File: config.mk
export PLATFORM = sky130hd
export DESIGN_NAME = sm_modulator
export DESIGN_NICKNAME = d
export VERILOG_FILES = /design/src/verilog/sm_pkg.sv /design/src/verilog/sm_modulator.sv /design/src/verilog/sm_sync2.sv
export VERILOG_INCLUDE_DIRS = /design/src /design/src/verilog
export SDC_FILE = /design/constraint.sdc
export NUM_CORES = 1
export LEC_CHECK = 0
export BUFFER_PORTS_ARGS = -buffer_cell sky130_fd_sc_hd__buf_2
export CORE_ASPECT_RATIO = 1.2
export CORE_MARGIN = 3
export CORE_UTILIZATION = 55
export DETAILED_ROUTE_END_ITERATION = 10
export PLACE_DENSITY = 0.78
export SLEW_MARGIN = 20
export SYNTH_ARGS = -nofsm -noshare
export SYNTH_HDL_FRONTEND = slang
export SYNTH_SLANG_ARGS = --single-unit
File: constraint.sdc
create_clock -name core_clk -period 3.1 [get_ports core_clk]
set_input_delay 0.31 -clock core_clk [delete_from_list [all_inputs] [get_ports core_clk]]
set_output_delay 0.31 -clock core_clk [all_outputs]
set_load 0.02 [all_outputs]
File: src/verilog/sm_regs.svh
`ifndef SM_REGS_SVH
`define SM_REGS_SVH
// Register offsets (byte addresses on the register port)
`define SM_ADDR_W          8
`define SM_OFF_CONTROL     8'h6A
`define SM_OFF_CARRIER_OPT 8'h6B
`define SM_OFF_MOD_SRC     8'h6C
`define SM_OFF_CARRIER_LOW_SIGNAL_SEL    8'h6D
`define SM_OFF_CARRIER_HIGH_SIGNAL_SEL    8'h6E
// Control register fields
`define SM_CTL_EN          7
`define SM_CTL_OUT         5
`define SM_CTL_OUTPUT_INVERT        4
`define SM_CTL_BIT         0
// Carrier options fields
`define SM_OPT_CARRIER_HIGH_INVERT       5
`define SM_OPT_CARRIER_HIGH_SYNC_ENABLE      4
`define SM_OPT_CARRIER_LOW_INVERT       1
`define SM_OPT_CARRIER_LOW_SYNC_ENABLE      0
// Select codes
`define SM_MS_PIN          6'h00
`define SM_MS_SWBIT        6'h01
`define SM_MS_LAST         6'h20
`define SM_CAR_PIN         5'h00
`define SM_CAR_SYSCLK      5'h01
`define SM_CAR_LAST        5'h16
`define SM_CAR_RSVD        5'h0B
`define SM_MS_RSVD_A       6'h0B
`define SM_MS_RSVD_B       6'h0C
// Reset values
`define SM_RST_BYTE        8'h00
`endif

File: src/verilog/sm_pkg.sv
package sm_pkg;
    typedef logic [5:0] sm_msel_t;
    typedef logic [4:0] sm_csel_t;
    // Which carrier feeds the mixer
    typedef enum logic [0:0] {
        SM_USE_LOW  = 1'b0,
        SM_USE_HIGH = 1'b1
    } sm_car_e;
endpackage : sm_pkg

File: src/verilog/sm_modulator.sv
// Operation
// - Disable stops mixing and holds output low, or high with output invert set, keeping source selections.
// - Re-enable resumes mixing with retained selections.
// - Modulator high passes carrier-high, low passes carrier-low, ANDed.
// - Six-bit source field: 0 pin, 1 software bit, higher peripherals; 0x0B, 0x0C and above 0x20 reserved.
// - Five-bit carrier-high select: 0 pin, 1 system clock, top codes reserved.
// - Five-bit carrier-low select with the same code arrangement.
// - High sync holds carrier-high until its falling edge before switching.
// - Low sync holds carrier-low until its falling edge before switching.
// - Without sync the carrier switches immediately on modulator change.
// - Carrier-high invert bit inverts selected carrier-high input.
// - Carrier-low invert bit inverts selected carrier-low input.
// - Output invert bit inverts modulated output, idling high.
// - Control status bit shows current modulated output level.
// - Software bit drives modulator only when source selects it.
// - Reset disables module and returns all registers to defaults.
// - Power disable shuts module down; registers at defaults afterward.
// - Keeps operating in sleep while its sources keep running.
// - Enable, status, output invert and software bit reset to zero.
//
// The address-and-strobe port is this design's own decision.
`timescale 1ns/1ps
`default_nettype none
`include "sm_regs.svh"
module sm_modulator #(
    parameter int MS_INPUTS  = 33, // Modulator source codes in use
    parameter int CAR_INPUTS = 23  // Carrier source codes in use
) (
    input  wire logic                  core_clk,            // 20 MHz clock
    input  wire logic                  reset_n,             // Sync reset, active low
    input  wire logic                  clk_en,              // Clock enable
    input  wire logic                  module_power_disable, // Power-down control
    input  wire logic [7:0]            reg_addr,            // Register address
    input  wire logic [7:0]            reg_wdata,           // Write data
    input  wire logic                  reg_wr,              // Write strobe
    input  wire logic                  reg_rd,              // Read strobe
    output var  logic [7:0]            reg_rdata,           // Read data, next cycle
    input  wire logic                  modulator_pin_route,    // Modulator pin input
    input  wire logic                  carrier_high_pin_route, // Carrier-high pin input
    input  wire logic                  carrier_low_pin_route,  // Carrier-low pin input
    input  wire logic [MS_INPUTS-1:0]  mod_periph_in,       // Modulator sources by code
    input  wire logic [CAR_INPUTS-1:0] carrier_high_signal_periph_in,      // Carrier-high sources by code
    input  wire logic [CAR_INPUTS-1:0] carrier_low_signal_periph_in,      // Carrier-low sources by code
    output var  logic                  modulated_output,    // Modulated output
    output var  logic                  carrier_active_high  // Carrier in use is high one
);
    localparam int NSYNC = MS_INPUTS + 2 * CAR_INPUTS + 3;

    logic [7:0]  control_q, carrier_options_q, mod_src_q, carrier_low_signal_sel_q, carrier_high_signal_sel_q;
    logic        out_q;
    logic        mod_prev_q;
    logic        carrier_high_signal_prev_q, carrier_low_signal_prev_q;
    sm_pkg::sm_car_e car_q, car_d;
    logic [NSYNC-1:0] raw_in, sync_in;

    // All outside sources cross into the clock domain first
    assign raw_in = {carrier_low_signal_periph_in, carrier_high_signal_periph_in, mod_periph_in,
                     carrier_low_pin_route, carrier_high_pin_route, modulator_pin_route};

    sm_sync2 #(.WIDTH(NSYNC)) u_sync (
        .core_clk (core_clk),
        .clk_en   (clk_en),
        .async_in (raw_in),
        .sync_out (sync_in)
    );

    wire                  mod_pin_s  = sync_in[0];
    wire                  carrier_high_signal_pin_s = sync_in[1];
    wire                  carrier_low_signal_pin_s = sync_in[2];
    wire [MS_INPUTS-1:0]  mod_per_s  = sync_in[3 +: MS_INPUTS];
    wire [CAR_INPUTS-1:0] carrier_high_signal_per_s = sync_in[3+MS_INPUTS +: CAR_INPUTS];
    wire [CAR_INPUTS-1:0] carrier_low_signal_per_s = sync_in[3+MS_INPUTS+CAR_INPUTS +: CAR_INPUTS];

    // Carrier selection shared by both carrier paths; reserved codes give low
    function automatic logic car_pick(input sm_pkg::sm_csel_t sel,
                                      input logic pin,
                                      input logic [CAR_INPUTS-1:0] per);
        logic v;
        v = 1'b0;
        if (sel == `SM_CAR_PIN)
            v = pin;
        else if (sel == `SM_CAR_RSVD || sel > `SM_CAR_LAST)
            v = 1'b0;
        else
            v = per[sel];
        return v;
    endfunction : car_pick

    // Register decode and field views
    wire hit_ctl  = reg_addr == `SM_OFF_CONTROL;
    wire hit_opt  = reg_addr == `SM_OFF_CARRIER_OPT;
    wire hit_src  = reg_addr == `SM_OFF_MOD_SRC;
    wire hit_carrier_low_signal = reg_addr == `SM_OFF_CARRIER_LOW_SIGNAL_SEL;
    wire hit_carrier_high_signal = reg_addr == `SM_OFF_CARRIER_HIGH_SIGNAL_SEL;

    wire enable_bit               = control_q[`SM_CTL_EN];
    wire output_invert            = control_q[`SM_CTL_OUTPUT_INVERT];
    wire software_modulation_bit  = control_q[`SM_CTL_BIT];
    wire carrier_high_invert      = carrier_options_q[`SM_OPT_CARRIER_HIGH_INVERT];
    wire carrier_high_sync_enable = carrier_options_q[`SM_OPT_CARRIER_HIGH_SYNC_ENABLE];
    wire carrier_low_invert       = carrier_options_q[`SM_OPT_CARRIER_LOW_INVERT];
    wire carrier_low_sync_enable  = carrier_options_q[`SM_OPT_CARRIER_LOW_SYNC_ENABLE];
    wire sm_pkg::sm_msel_t modulator_source_field = mod_src_q[5:0];
    wire sm_pkg::sm_csel_t carrier_high_field     = carrier_high_signal_sel_q[4:0];
    wire sm_pkg::sm_csel_t carrier_low_field      = carrier_low_signal_sel_q[4:0];

    // Modulator source mux
    wire ms_rsvd = modulator_source_field == `SM_MS_RSVD_A ||
                   modulator_source_field == `SM_MS_RSVD_B ||
                   modulator_source_field > `SM_MS_LAST;
    wire modulator_signal =
        (modulator_source_field == `SM_MS_PIN)   ? mod_pin_s :
        (modulator_source_field == `SM_MS_SWBIT) ? software_modulation_bit :
        ms_rsvd ? 1'b0 : mod_per_s[modulator_source_field];

    // Carrier muxes with polarity
    wire carrier_high_signal = car_pick(carrier_high_field, carrier_high_signal_pin_s, carrier_high_signal_per_s)
                               ^ carrier_high_invert;
    wire carrier_low_signal  = car_pick(carrier_low_field, carrier_low_signal_pin_s, carrier_low_signal_per_s)
                               ^ carrier_low_invert;

    // Carrier hand-over: wait for a falling edge when sync is on
    wire carrier_high_signal_fall = carrier_high_signal_prev_q & ~carrier_high_signal;
    wire carrier_low_signal_fall = carrier_low_signal_prev_q & ~carrier_low_signal;
    wire want_high = modulator_signal;
    wire hold_high = carrier_high_sync_enable & carrier_high_signal & ~carrier_high_signal_fall;
    wire hold_low  = carrier_low_sync_enable & carrier_low_signal & ~carrier_low_signal_fall;
    always_comb begin
        car_d = car_q;
        case (car_q)
            sm_pkg::SM_USE_HIGH: begin
                if (!want_high && !hold_high)
                    car_d = sm_pkg::SM_USE_LOW;
            end
            sm_pkg::SM_USE_LOW: begin
                if (want_high && !hold_low)
                    car_d = sm_pkg::SM_USE_HIGH;
            end
            default: car_d = sm_pkg::SM_USE_LOW;
        endcase
    end

    // Mixer: modulator ANDs the carrier high, its inverse ANDs the low
    wire car_is_high = car_d == sm_pkg::SM_USE_HIGH;
    wire mix_raw = car_is_high ? (carrier_high_signal & (modulator_signal | hold_high))
                               : (carrier_low_signal & (~modulator_signal | hold_low));
    wire mix_out = (enable_bit & mix_raw) ^ output_invert;

    // Held in reset while powered down so all registers return to defaults
    wire clear = !reset_n || module_power_disable;

    // Register writes
    always_ff @(posedge core_clk) begin
        if (clk_en) begin
            if (clear) begin
                control_q         <= `SM_RST_BYTE;
                carrier_options_q <= `SM_RST_BYTE;
                mod_src_q         <= `SM_RST_BYTE;
                carrier_low_signal_sel_q        <= `SM_RST_BYTE;
                carrier_high_signal_sel_q        <= `SM_RST_BYTE;
            end else if (reg_wr) begin
                if (hit_ctl)
                    control_q <= reg_wdata & 8'h91;   // Status bit is read-only
                if (hit_opt)
                    carrier_options_q <= reg_wdata & 8'h33;
                if (hit_src)
                    mod_src_q <= reg_wdata & 8'h3F;
                if (hit_carrier_low_signal)
                    carrier_low_signal_sel_q <= reg_wdata & 8'h1F;
                if (hit_carrier_high_signal)
                    carrier_high_signal_sel_q <= reg_wdata & 8'h1F;
            end
        end
    end

    // Mixer state; selections survive enable toggles
    always_ff @(posedge core_clk) begin
        if (clk_en) begin
            if (clear) begin
                car_q       <= sm_pkg::SM_USE_LOW;
                out_q       <= 1'b0;
                mod_prev_q  <= 1'b0;
                carrier_high_signal_prev_q <= 1'b0;
                carrier_low_signal_prev_q <= 1'b0;
            end else begin
                car_q       <= car_d;
                out_q       <= mix_out;
                mod_prev_q  <= modulator_signal;
                carrier_high_signal_prev_q <= carrier_high_signal;
                carrier_low_signal_prev_q <= carrier_low_signal;
            end
        end
    end

    // Read port: data in the cycle after the strobe
    wire [7:0] ctl_view = {control_q[7:6], out_q, control_q[4:0]};
    wire [7:0] rd_mux   = hit_ctl  ? ctl_view :
                          hit_opt  ? carrier_options_q :
                          hit_src  ? mod_src_q :
                          hit_carrier_low_signal ? carrier_low_signal_sel_q :
                          hit_carrier_high_signal ? carrier_high_signal_sel_q : 8'h00;
    always_ff @(posedge core_clk) begin
        if (clk_en) begin
            if (!reset_n)
                reg_rdata <= 8'h00;
            else
                reg_rdata <= reg_rd ? rd_mux : 8'h00;
        end
    end

    // Output pins
    assign modulated_output    = out_q;
    assign carrier_active_high = car_q == sm_pkg::SM_USE_HIGH;

    // Edge marker and plain mix, used only by the checks below
    wire mod_edge  = modulator_signal ^ mod_prev_q;
    wire plain_mix = modulator_signal ? carrier_high_signal : carrier_low_signal;

    // One flag per modulator code: true for wired peripheral slots
    logic [MS_INPUTS-1:0] ms_code_ok;
    for (genvar g = 0; g < MS_INPUTS; g++) begin : g_ms_ok
        assign ms_code_ok[g] = 6'(g) > `SM_MS_SWBIT && 6'(g) != `SM_MS_RSVD_A &&
                               6'(g) != `SM_MS_RSVD_B;
    end
endmodule : sm_modulator
`default_nettype wire

File: src/verilog/sm_sync2.sv
`timescale 1ns/1ps
`default_nettype none
// Two flip-flop synchroniser bank for asynchronous inputs
module sm_sync2 #(
    parameter int WIDTH = 8
) (
    input  wire logic             core_clk, // Clock
    input  wire logic             clk_en,   // Clock enable
    input  wire logic [WIDTH-1:0] async_in, // Asynchronous inputs
    output var  logic [WIDTH-1:0] sync_out  // Synchronised outputs
);
    logic [WIDTH-1:0] meta_q;

    // First stage only feeds the second
    always_ff @(posedge core_clk) begin
        if (clk_en) begin
            meta_q   <= async_in;
            sync_out <= meta_q;
        end
    end
endmodule : sm_sync2
`default_nettype wire

Yosys cells after proc, flatten, opt, wreduce, memory -nomap -nowiden --
Index checks and enable logic that the tools add are counted. Widths: inputs -> output; s select.
Storage, ports and cells: register bits 216, logic and storage cells 106, bits of input ports 104
Cells by class: bitwise gates (word level) 20, multiplexer cells 32, equality and inequality tests 10, reductions and logical operators 26, $lt $le $gt $ge 6
Operators with widths (number):
- $mux 8 | 15
- $eq 8x7->1 const B | 5
- $reduce_and 3->1 | 5
- $mux 1 | 13
- $eq 6x4->1 const B | 2
- $lt 5x6->1 const B | 2
- $reduce_bool 2->1 | 6
- $bmux 1 s5 | 2
- $eq 5x4->1 const B | 2
- $gt 5x5->1 const B | 2
- $logic_not 5->1 | 2
- $and 1x1->1 | 9
- $lt 6x7->1 const B | 1
- $bmux 1 s6 | 1
- $eq 6x1->1 const B | 1
- $gt 6x6->1 const B | 1
- $logic_not 6->1 | 1
- $not 1->1 | 6
- $logic_or 1x1->1 | 5
- $logic_not 1->1 | 4
- $xor 1x1->1 | 3
- $logic_and 1x1->1 | 2
- $or 1x1->1 | 2
- $pmux 1 s2 | 1
- $reduce_and 2->1 | 1

Depth between registers and ports, before layout --
Gate-level depths: netlist of run 1.
depth after elaboration 16, mapped depth 9, mapped depth without buffers 7

Cells and area by module --
From an unflattened synthesis of run 1, not the netlist that was laid out.
Unflattened totals: cell total of the unflattened synthesis 399, area total of the unflattened synthesis 7320.8 um2
By module, submodules not included:
- sm_sync2 | cells an instance 164, sequential area each 4924.7 um2, times used 1, area each 4924.7 um2
- sm_modulator | cells an instance 235, sequential area each 960.9 um2, times used 1, area each 2396.0 um2

Worst setup path before layout of run 1 --
Ideal clock, no wire load.
kind flip-flop to flip-flop, start point reg mod_src_q[0], end point reg out_q, in the netlist modulated_output, data pin, setup slack 671 ps, arrival time 2163 ps, library setup time 266 ps, required time 2834 ps, path buffers 1, cell stages (with the launch flop) 9, cell sequence edfxtp_1 -> buf_6 -> mux4_2 -> inv_1 -> a221oi_1 -> or4_4 -> a221o_1 -> o32ai_1 -> mux2i_1
Between the ends: longest elaborated chain between the ends 13, elaborated cells between the ends (all ways) 26, those cells by class order compare: 1; eq/ne: 3; mux: 9; bitwise: 7; reduce/logical: 6
RTL lines:
- start: declaration | line sm_modulator.sv:49 | logic [7:0] control_q, carrier_options_q, mod_src_q, carrier_low_signal_sel_q, carrier_high_signal_sel_q;
- start signal: assignment | line sm_modulator.sv:158 | mod_src_q <= `SM_RST_BYTE;
- start signal: assignment | line sm_modulator.sv:167 | mod_src_q <= reg_wdata & 8'h3F;
- branches (longest 5 deep; another with $bmux 1 s6)
- $mux 1 * | line sm_modulator.sv:112 | (modulator_source_field == `SM_MS_PIN) ? mod_pin_s :
- $logic_not 1->1 | line sm_modulator.sv:132 | if (!want_high && !hold_high)
- $logic_and 1x1->1 | line sm_modulator.sv:132
- $mux 1 | line sm_modulator.sv:132
- $pmux 1 s2 | line sm_modulator.sv:130 | case (car_q)
- $mux 1 * | line sm_modulator.sv:145 | wire mix_raw = car_is_high ? (carrier_high_signal & (modulator_signal | hold_high))
- $and 1x1->1 * | line sm_modulator.sv:147 | wire mix_out = (enable_bit & mix_raw) ^ output_invert;
- $xor 1x1->1 * | line sm_modulator.sv:147
- end signal: assignment | line sm_modulator.sv:187 | out_q <= mix_out;
- end: declaration | line sm_modulator.sv:50 | logic out_q;
Mark *: on every way between the ends. The select of a mux whose other input is x is not followed. A chain may end at the register's enable or synchronous reset.

Worst setup path after layout of run 1 --
start point reg carrier_high_signal_sel_q[0], end point reg out_q, in the netlist modulated_output, data pin
Between the ends: longest elaborated chain between the ends 16, elaborated cells between the ends (all ways) 23, those cells by class order compare: 1; eq/ne: 1; mux: 7; bitwise: 10; reduce/logical: 4
RTL lines:
- start: declaration | line sm_modulator.sv:49
- start signal: assignment | line sm_modulator.sv:160 | carrier_high_signal_sel_q <= `SM_RST_BYTE;
- start signal: assignment | line sm_modulator.sv:171 | carrier_high_signal_sel_q <= reg_wdata & 8'h1F;
- $bmux 1 s5, or another cell as far along | line sm_modulator.sv:85 | v = per[sel];
- $mux 1 (implied by the code) or $logic_or 1x1->1 (tied branches)
- $mux 1 | line sm_modulator.sv:82 | else if (sel == `SM_CAR_RSVD || sel > `SM_CAR_LAST)
- $mux 1 * | line sm_modulator.sv:80 | if (sel == `SM_CAR_PIN)
- $xor 1x1->1 * | line sm_modulator.sv:118 | ^ carrier_high_invert;
- $not 1->1 | line sm_modulator.sv:123 | wire carrier_high_signal_fall = carrier_high_signal_prev_q & ~carrier_high_signal;
- $and 1x1->1 | line sm_modulator.sv:123
- $not 1->1 | line sm_modulator.sv:126 | wire hold_high = carrier_high_sync_enable & carrier_high_signal & ~carrier_high_signal_fall;
- $and 1x1->1 | line sm_modulator.sv:126
- $logic_not 1->1 | line sm_modulator.sv:132
- $logic_and 1x1->1 | line sm_modulator.sv:132
- $mux 1 | line sm_modulator.sv:132
- $pmux 1 s2 | line sm_modulator.sv:130
- $mux 1 * | line sm_modulator.sv:145
- $and 1x1->1 * | line sm_modulator.sv:147
- $xor 1x1->1 * | line sm_modulator.sv:147
Mark *: on every way between the ends. The rest lies on a longest branch, timed or not. The select of a mux whose other input is x is not followed.

==> results of run 1 <==
==> worst max-delay path, stage by stage, from the launching register on <==
cell and delay [ns]:
edfxtp_1 0.46, mux4_1 0.59, mux2_2 0.29, a2111oi_0 0.37, a221oi_1 0.15, xnor2_1 0.18
o32ai_1 0.36, mux2i_1 0.24
==> layout make-up <==
| cell class | count | area (um^2) | area share [%] |
|---|---|---|---|
| clock inverter | 12 | 81.3 | 0.949 |
| timing repair buffer | 120 | 654 | 7.64 |
| clock buffer | 19 | 433 | 5.05 |
| tap | 164 | 205 | 2.39 |
| sequential | 196 | 5890 | 68.7 |
| multi-input combinational | 156 | 1290 | 15.1 |
| inverter | 4 | 15.0 | 0.175 |
==> through the flow <==
step                setup WS, ns  hold slack (ns)  util [%]
CTS                        0.138           0.0523      66.7
global placement           0.208            0.402      62.7
finish                     0.276           0.0695      67.0
detailed placement         0.170            0.405      62.7
floorplan                  0.671            0.400         -
global route               0.193           0.0479      67.0
==> synthesized netlist by cell type (5+ instances only) <==
library cell,count
a21oi_1,12
a22oi_1,6
and2_1,8
clkbuf_1,6
edfxtp_1,196
mux2_2,15
mux2i_1,5
mux4_2,10
nand2_1,6
nand2b_1,10
nand3b_1,5
nor2_1,13
nor2b_1,5
nor3_1,8
o21ai_0,6
==> path summary, 6_finish.rpt <==
check                                          from                   to  cells past startpoint
setup / recovery       carrier_high_signal_sel_q[0]     modulated_output                      7
hold / removal    carrier_high_signal_periph_in[21]    u_sync.meta_q[57]                      1
setup reg to reg       carrier_high_signal_sel_q[0]     modulated_output                      7
hold reg to reg                   u_sync.meta_q[64]  u_sync.sync_out[64]                      0
==> routing by layer <==
layer	share of wire (%)	vias to the layer above
met5	0	-
met4	1.8	0
met3	4.6	17
met2	53	121
met1	41	1798
li1	-	1739
==> registers in the layout, summed over array words and instances, names as in the netlist <==
register / cells
carrier_active_high: 1
carrier_high_signal_sel_q: 5
carrier_low_signal_sel_q: 5
carrier_options_q: 4
control_q: 3
mod_src_q: 6
modulated_output: 1
reg_rdata: 7
u_sync.meta_q: 82
u_sync.sync_out: 82
==> placed cells by master (no fill, tap or decap), drive strengths merged, types with 2 or more instances in the layout <==
cell type / instances
nand2: 6
nor3: 8
nor2b: 5
nand4: 2
buf: 120
nor4b: 2
a211o: 2
o22ai: 3
nor2: 13
mux2i: 5
a21oi: 12
o21ai: 6
mux4: 13
a221o: 2
a21boi: 4
clkbuf: 19
and2: 8
edfxtp: 196
nand2b: 10
nand3: 4
xnor2: 2
a221oi: 3
and3: 2
nand3b: 5
inv: 8
nor3b: 4
clkinv: 7
a22oi: 6
mux2: 15
or4: 2
o211ai: 2
a2111oi: 2
==> cell families after synthesis <==
family                    Yosys count  share of synthesized area, %
buffers and inverters              18                          1.37
AOI/OAI and AO/OA                  45                          4.26
other                               1                        0.0515
xor gates and xnor gates            2                         0.241
DFF                               196                          80.9
and+or+nand+nor                    75                          6.03
muxes                              33                          7.18
==> power by group <==
group / internal, uW / switching (uW) / total [uW]
Clock: 1020 / 888 / 1910
Combinational: 175 / 158 / 333
Sequential: 3140 / 95.1 / 3240
==> impl_metrics.py, run 1 <==
metrics = {
    "outcome": {
        "outcome": "finished clean",
    },
    "route": {
        "drt-initial-drc-count": 246,
        "route.detailed.wl_per_inst_um": 17.9,
        "drc_errors": 0,
        "vias": 3675,
        "avgViaCountPerCell": 5.48,
        "drt-total-wl_um": 12000,
        "drt-pass1-iter-count": 4,
        "ant_nets": 0,
    },
    "yosys": {
        "yosys_warnings": 0,
        "syn_inst": 370,
        "synth_area_um2": 7280,
        "syn_area_per_cell_um2": 19.7,
        "async_reset_ff_share_pct": 0,
        "yosysTopAreaCellShare_pct": 80.9,
        "synthFlopType": "edfxtp_1",
        "ys_types": 46,
        "seq_area_frac_synth_pct": 80.9,
        "synth.area.top_cells": "edfxtp_1 81%, mux4_2 3.1%, mux2_2 2.3%",
        "synth_edf_count": 196,
        "synth_top_cell_by_area": "edfxtp_1",
        "synth_nets": 474,
        "synth_seq_cells": 196,
    },
    "power": {
        "finalPower_uw": 5480,
        "p_per_area_nw_per_um2": 640,
        "p_leak_uw": 0.00308,
        "ir_worst_vdd_mv": 0.371,
    },
    "timing": {
        "hold_viol_final": 0,
        "tightest_slew_ns": 0.891,
        "drv_slew": 0,
        "timing.final.crit_period_ns": 2.82,
        "maxSlewHeadroom_pct": 40.5,
        "max_freq_mhz": 354,
        "clock-skew-final_ns": 0.00697,
        "rsz0062_at_grt": "false",
        "post-route-period-util_pct": 91.1,
        "tns_ns": 0,
        "finalSetupViolCount": 0,
    },
    "setup_path": {
        "r2r_slack_ns": 0.28,
        "worst_setup_path_start_kind": "flip-flop",
        "cp.arrival_ns": 3.07,
        "cp.required_ns": 3.35,
        "path_max_fanout": 4,
        "cp-end-kind": "flip-flop",
        "path_class": "reg2reg",
    },
    "grt": {
        "grt_pass1_wl_um": 19400,
        "use_met3_pct": 3.76,
        "use_met1_pct": 22.1,
        "grt_max_degree": 155,
        "grtUsageTotal_pct": 17.1,
        "use_met2_pct": 29.1,
        "grt_pass1_vias": 3810,
        "top_usage_layer": "met2",
        "antenna_found_initial": 0,
        "overflow": 0,
    },
    "job": {
        "drv_cap": 0,
    },
    "clock_network": {
        "numCtsBuffers": 17,
        "cts_tree": "built",
        "cts.sinks": 196,
        "path_clk_slew_ns": 0.07,
        "htree_levels": 4,
        "clk_latency_ns": 0.41,
        "cts_resized": 0,
        "cts_setup_buffers": 0,
        "clk_path_buf_depth": 2,
        "ctsHoldBuffers": 0,
        "clock-root-buffer": "clkbuf_16",
    },
    "min_path": {
        "min_path_type": "in2reg",
    },
    "placed_design": {
        "port_buffers": 111,
        "dp_cells": 636,
        "hpwl_um": 7890,
        "gp_congestion": 0.841,
        "dpl-instance-area_um2": 8010,
    },
    "die": {
        "core_um2": 12800,
        "top_level_ports": 114,
        "start_util_pct": 57.0,
        "die_h_um": 132,
        "die_area_um2": 14700,
        "rows": 45,
        "die_w_um": 111,
    },
    "finish": {
        "final_area_um2": 8570,
        "antenna_cells": 0,
        "final_cells": 671,
        "fillers": 815,
        "layout.nets": 599,
        "syn_to_final_growth_pct": 17.7,
        "final_layout_size_suffix_gt1_share_pct": 34.3,
    },
}
Power figures use the tool's default switching activity.
==> inputs of run 2 (changes only) <==
CORE_ASPECT_RATIO = default   (was 1.2)
==> impl_metrics.py, run 2 (synthesis gave the netlist of run 1 again) <==
metrics = {
    "route": {
        "route.detailed.wl_per_inst_um": 17.7,
        "drt-initial-drc-count": 345,
        "drt-total-wl_um": 12000,
        "drt-pass1-iter-count": 4,
        "avgViaCountPerCell": 5.46,
        "vias": 3705,
        "drc_errors": 0,
        "ant_nets": 0,
    },
    "timing": {
        "max_freq_mhz": 358,
        "rsz0062_at_grt": "false",
        "clock-skew-final_ns": 0.00757,
        "drv_slew": 0,
        "tns_ns": 0,
        "fin_ws_ns": 0.306,
        "post-route-period-util_pct": 90.1,
        "timing.final.crit_period_ns": 2.79,
        "hold_viol_final": 0,
        "tightest_slew_ns": 0.816,
        "finalSetupViolCount": 0,
        "maxSlewHeadroom_pct": 45.5,
    },
    "die": {
        "die_w_um": 121,
        "core_um2": 12800,
        "top_level_ports": 114,
        "rows": 41,
        "die_h_um": 121,
        "die_area_um2": 14700,
        "start_util_pct": 57.0,
    },
    "clock_network": {
        "clk_latency_ns": 0.43,
        "cts_setup_buffers": 0,
        "cts_resized": 0,
        "ctsHoldBuffers": 0,
        "htree_levels": 4,
        "path_clk_slew_ns": 0.07,
        "cts_tree": "built",
        "clk_path_buf_depth": 2,
        "numCtsBuffers": 17,
        "clock-root-buffer": "clkbuf_16",
        "cts.sinks": 196,
    },
    "placed_design": {
        "port_buffers": 111,
        "dp_worst_setup_slack_ns": 0.368,
        "hpwl_um": 8090,
        "gp_congestion": 0.767,
    },
    "grt": {
        "use_met2_pct": 27.3,
        "grtUsageTotal_pct": 17.6,
        "grt_max_degree": 141,
        "use_met1_pct": 22.5,
        "overflow": 0,
        "grt_pass1_wl_um": 19200,
        "top_usage_layer": "met2",
        "antenna_found_initial": 0,
        "use_met3_pct": 5.36,
        "grt_pass1_vias": 3833,
    },
    "finish": {
        "final_cell_mix": "196 x edfxtp_1, 110 x buf_2, 17 x clkbuf_16",
        "antenna_cells": 0,
        "final_layout_size_suffix_gt1_share_pct": 34.9,
        "largestRegisters": "u_sync.meta_q: 82 flops, u_sync.sync_out: 82 flops, reg_rdata: 7 flops",
        "utilization_pct": 67.5,
        "syn_to_final_growth_pct": 18.5,
        "regArea_um2": 5890,
        "layout.nets": 598,
        "multi_input_area_um2": 1290,
        "layout_commonest_cell": "edfxtp_1",
        "fillers": 838,
    },
    "setup_path": {
        "cp-end-kind": "flip-flop",
        "worst_setup_path_start_kind": "flip-flop",
        "cp.required_ns": 3.27,
        "path_class": "reg2reg",
        "path_max_fanout": 10,
        "cp.arrival_ns": 2.96,
    },
    "power": {
        "ir_worst_vdd_mv": 0.450,
        "p_leak_uw": 0.00310,
        "p_per_area_nw_per_um2": 658,
    },
    "min_path": {
        "min_path_type": "in2reg",
    },
    "job": {
        "drv_cap": 0,
    },
    "outcome": {
        "outcome": "finished clean",
    },
}
run 2: report_power, final:
part / switching, uW / total [uW] / internal [uW]
Clock: 916 / 2110 / 1200
Sequential: 89.8 / 3230 / 3140
Combinational: 163 / 333 / 170
run 2: path summary, 6_finish.rpt:
path              cells past startpoint  slack, ns                   to                    startpoint
hold reg to reg                       0       0.42  u_sync.sync_out[73]             u_sync.meta_q[73]
setup reg to reg                      8       0.31     modulated_output  carrier_high_signal_sel_q[0]
hold / removal                        1       0.05    u_sync.meta_q[22]             mod_periph_in[19]
setup / recovery                      8       0.31     modulated_output  carrier_high_signal_sel_q[0]
run 2: cell type report:
cell class / count / share of cell area (%)
sequential: 196 / 68.3
multi-input combinational: 156 / 15.0
timing repair buffer: 119 / 7.36
clock buffer: 18 / 4.98
tap: 172 / 2.50
clock inverter: 14 / 1.74
inverter: 4 / 0.174
run 2: critical path, stage by stage, from the launching register on:
cell,delay [ns]
edfxtp_1,0.48
buf_4,0.23
and3_1,0.20
a2111oi_2,0.34
o21ai_0,0.14
a221oi_1,0.44
xnor2_1,0.17
o32ai_1,0.41
mux2i_1,0.13
run 2: metal layers:
layer  part of all wire, %  up-vias
met5                     0        -
met4                   3.1        0
met3                   6.6       29
met2                    50      145
met1                    41     1794
li1                      -     1737
run 2: metrics by stage:
stage          total power [uW]  instance area, um^2  cells  hold slack, ns
2_1_floorplan              3440                 7280    370           0.400
3_3_place_gp               3600                 8040    647           0.402
3_5_place_dp               3620                 8040    647           0.405
4_1_cts                    5730                 8620    679          0.0379
5_1_grt                    5890                 8620    679          0.0265
6_report                   5680                 8620    679          0.0545
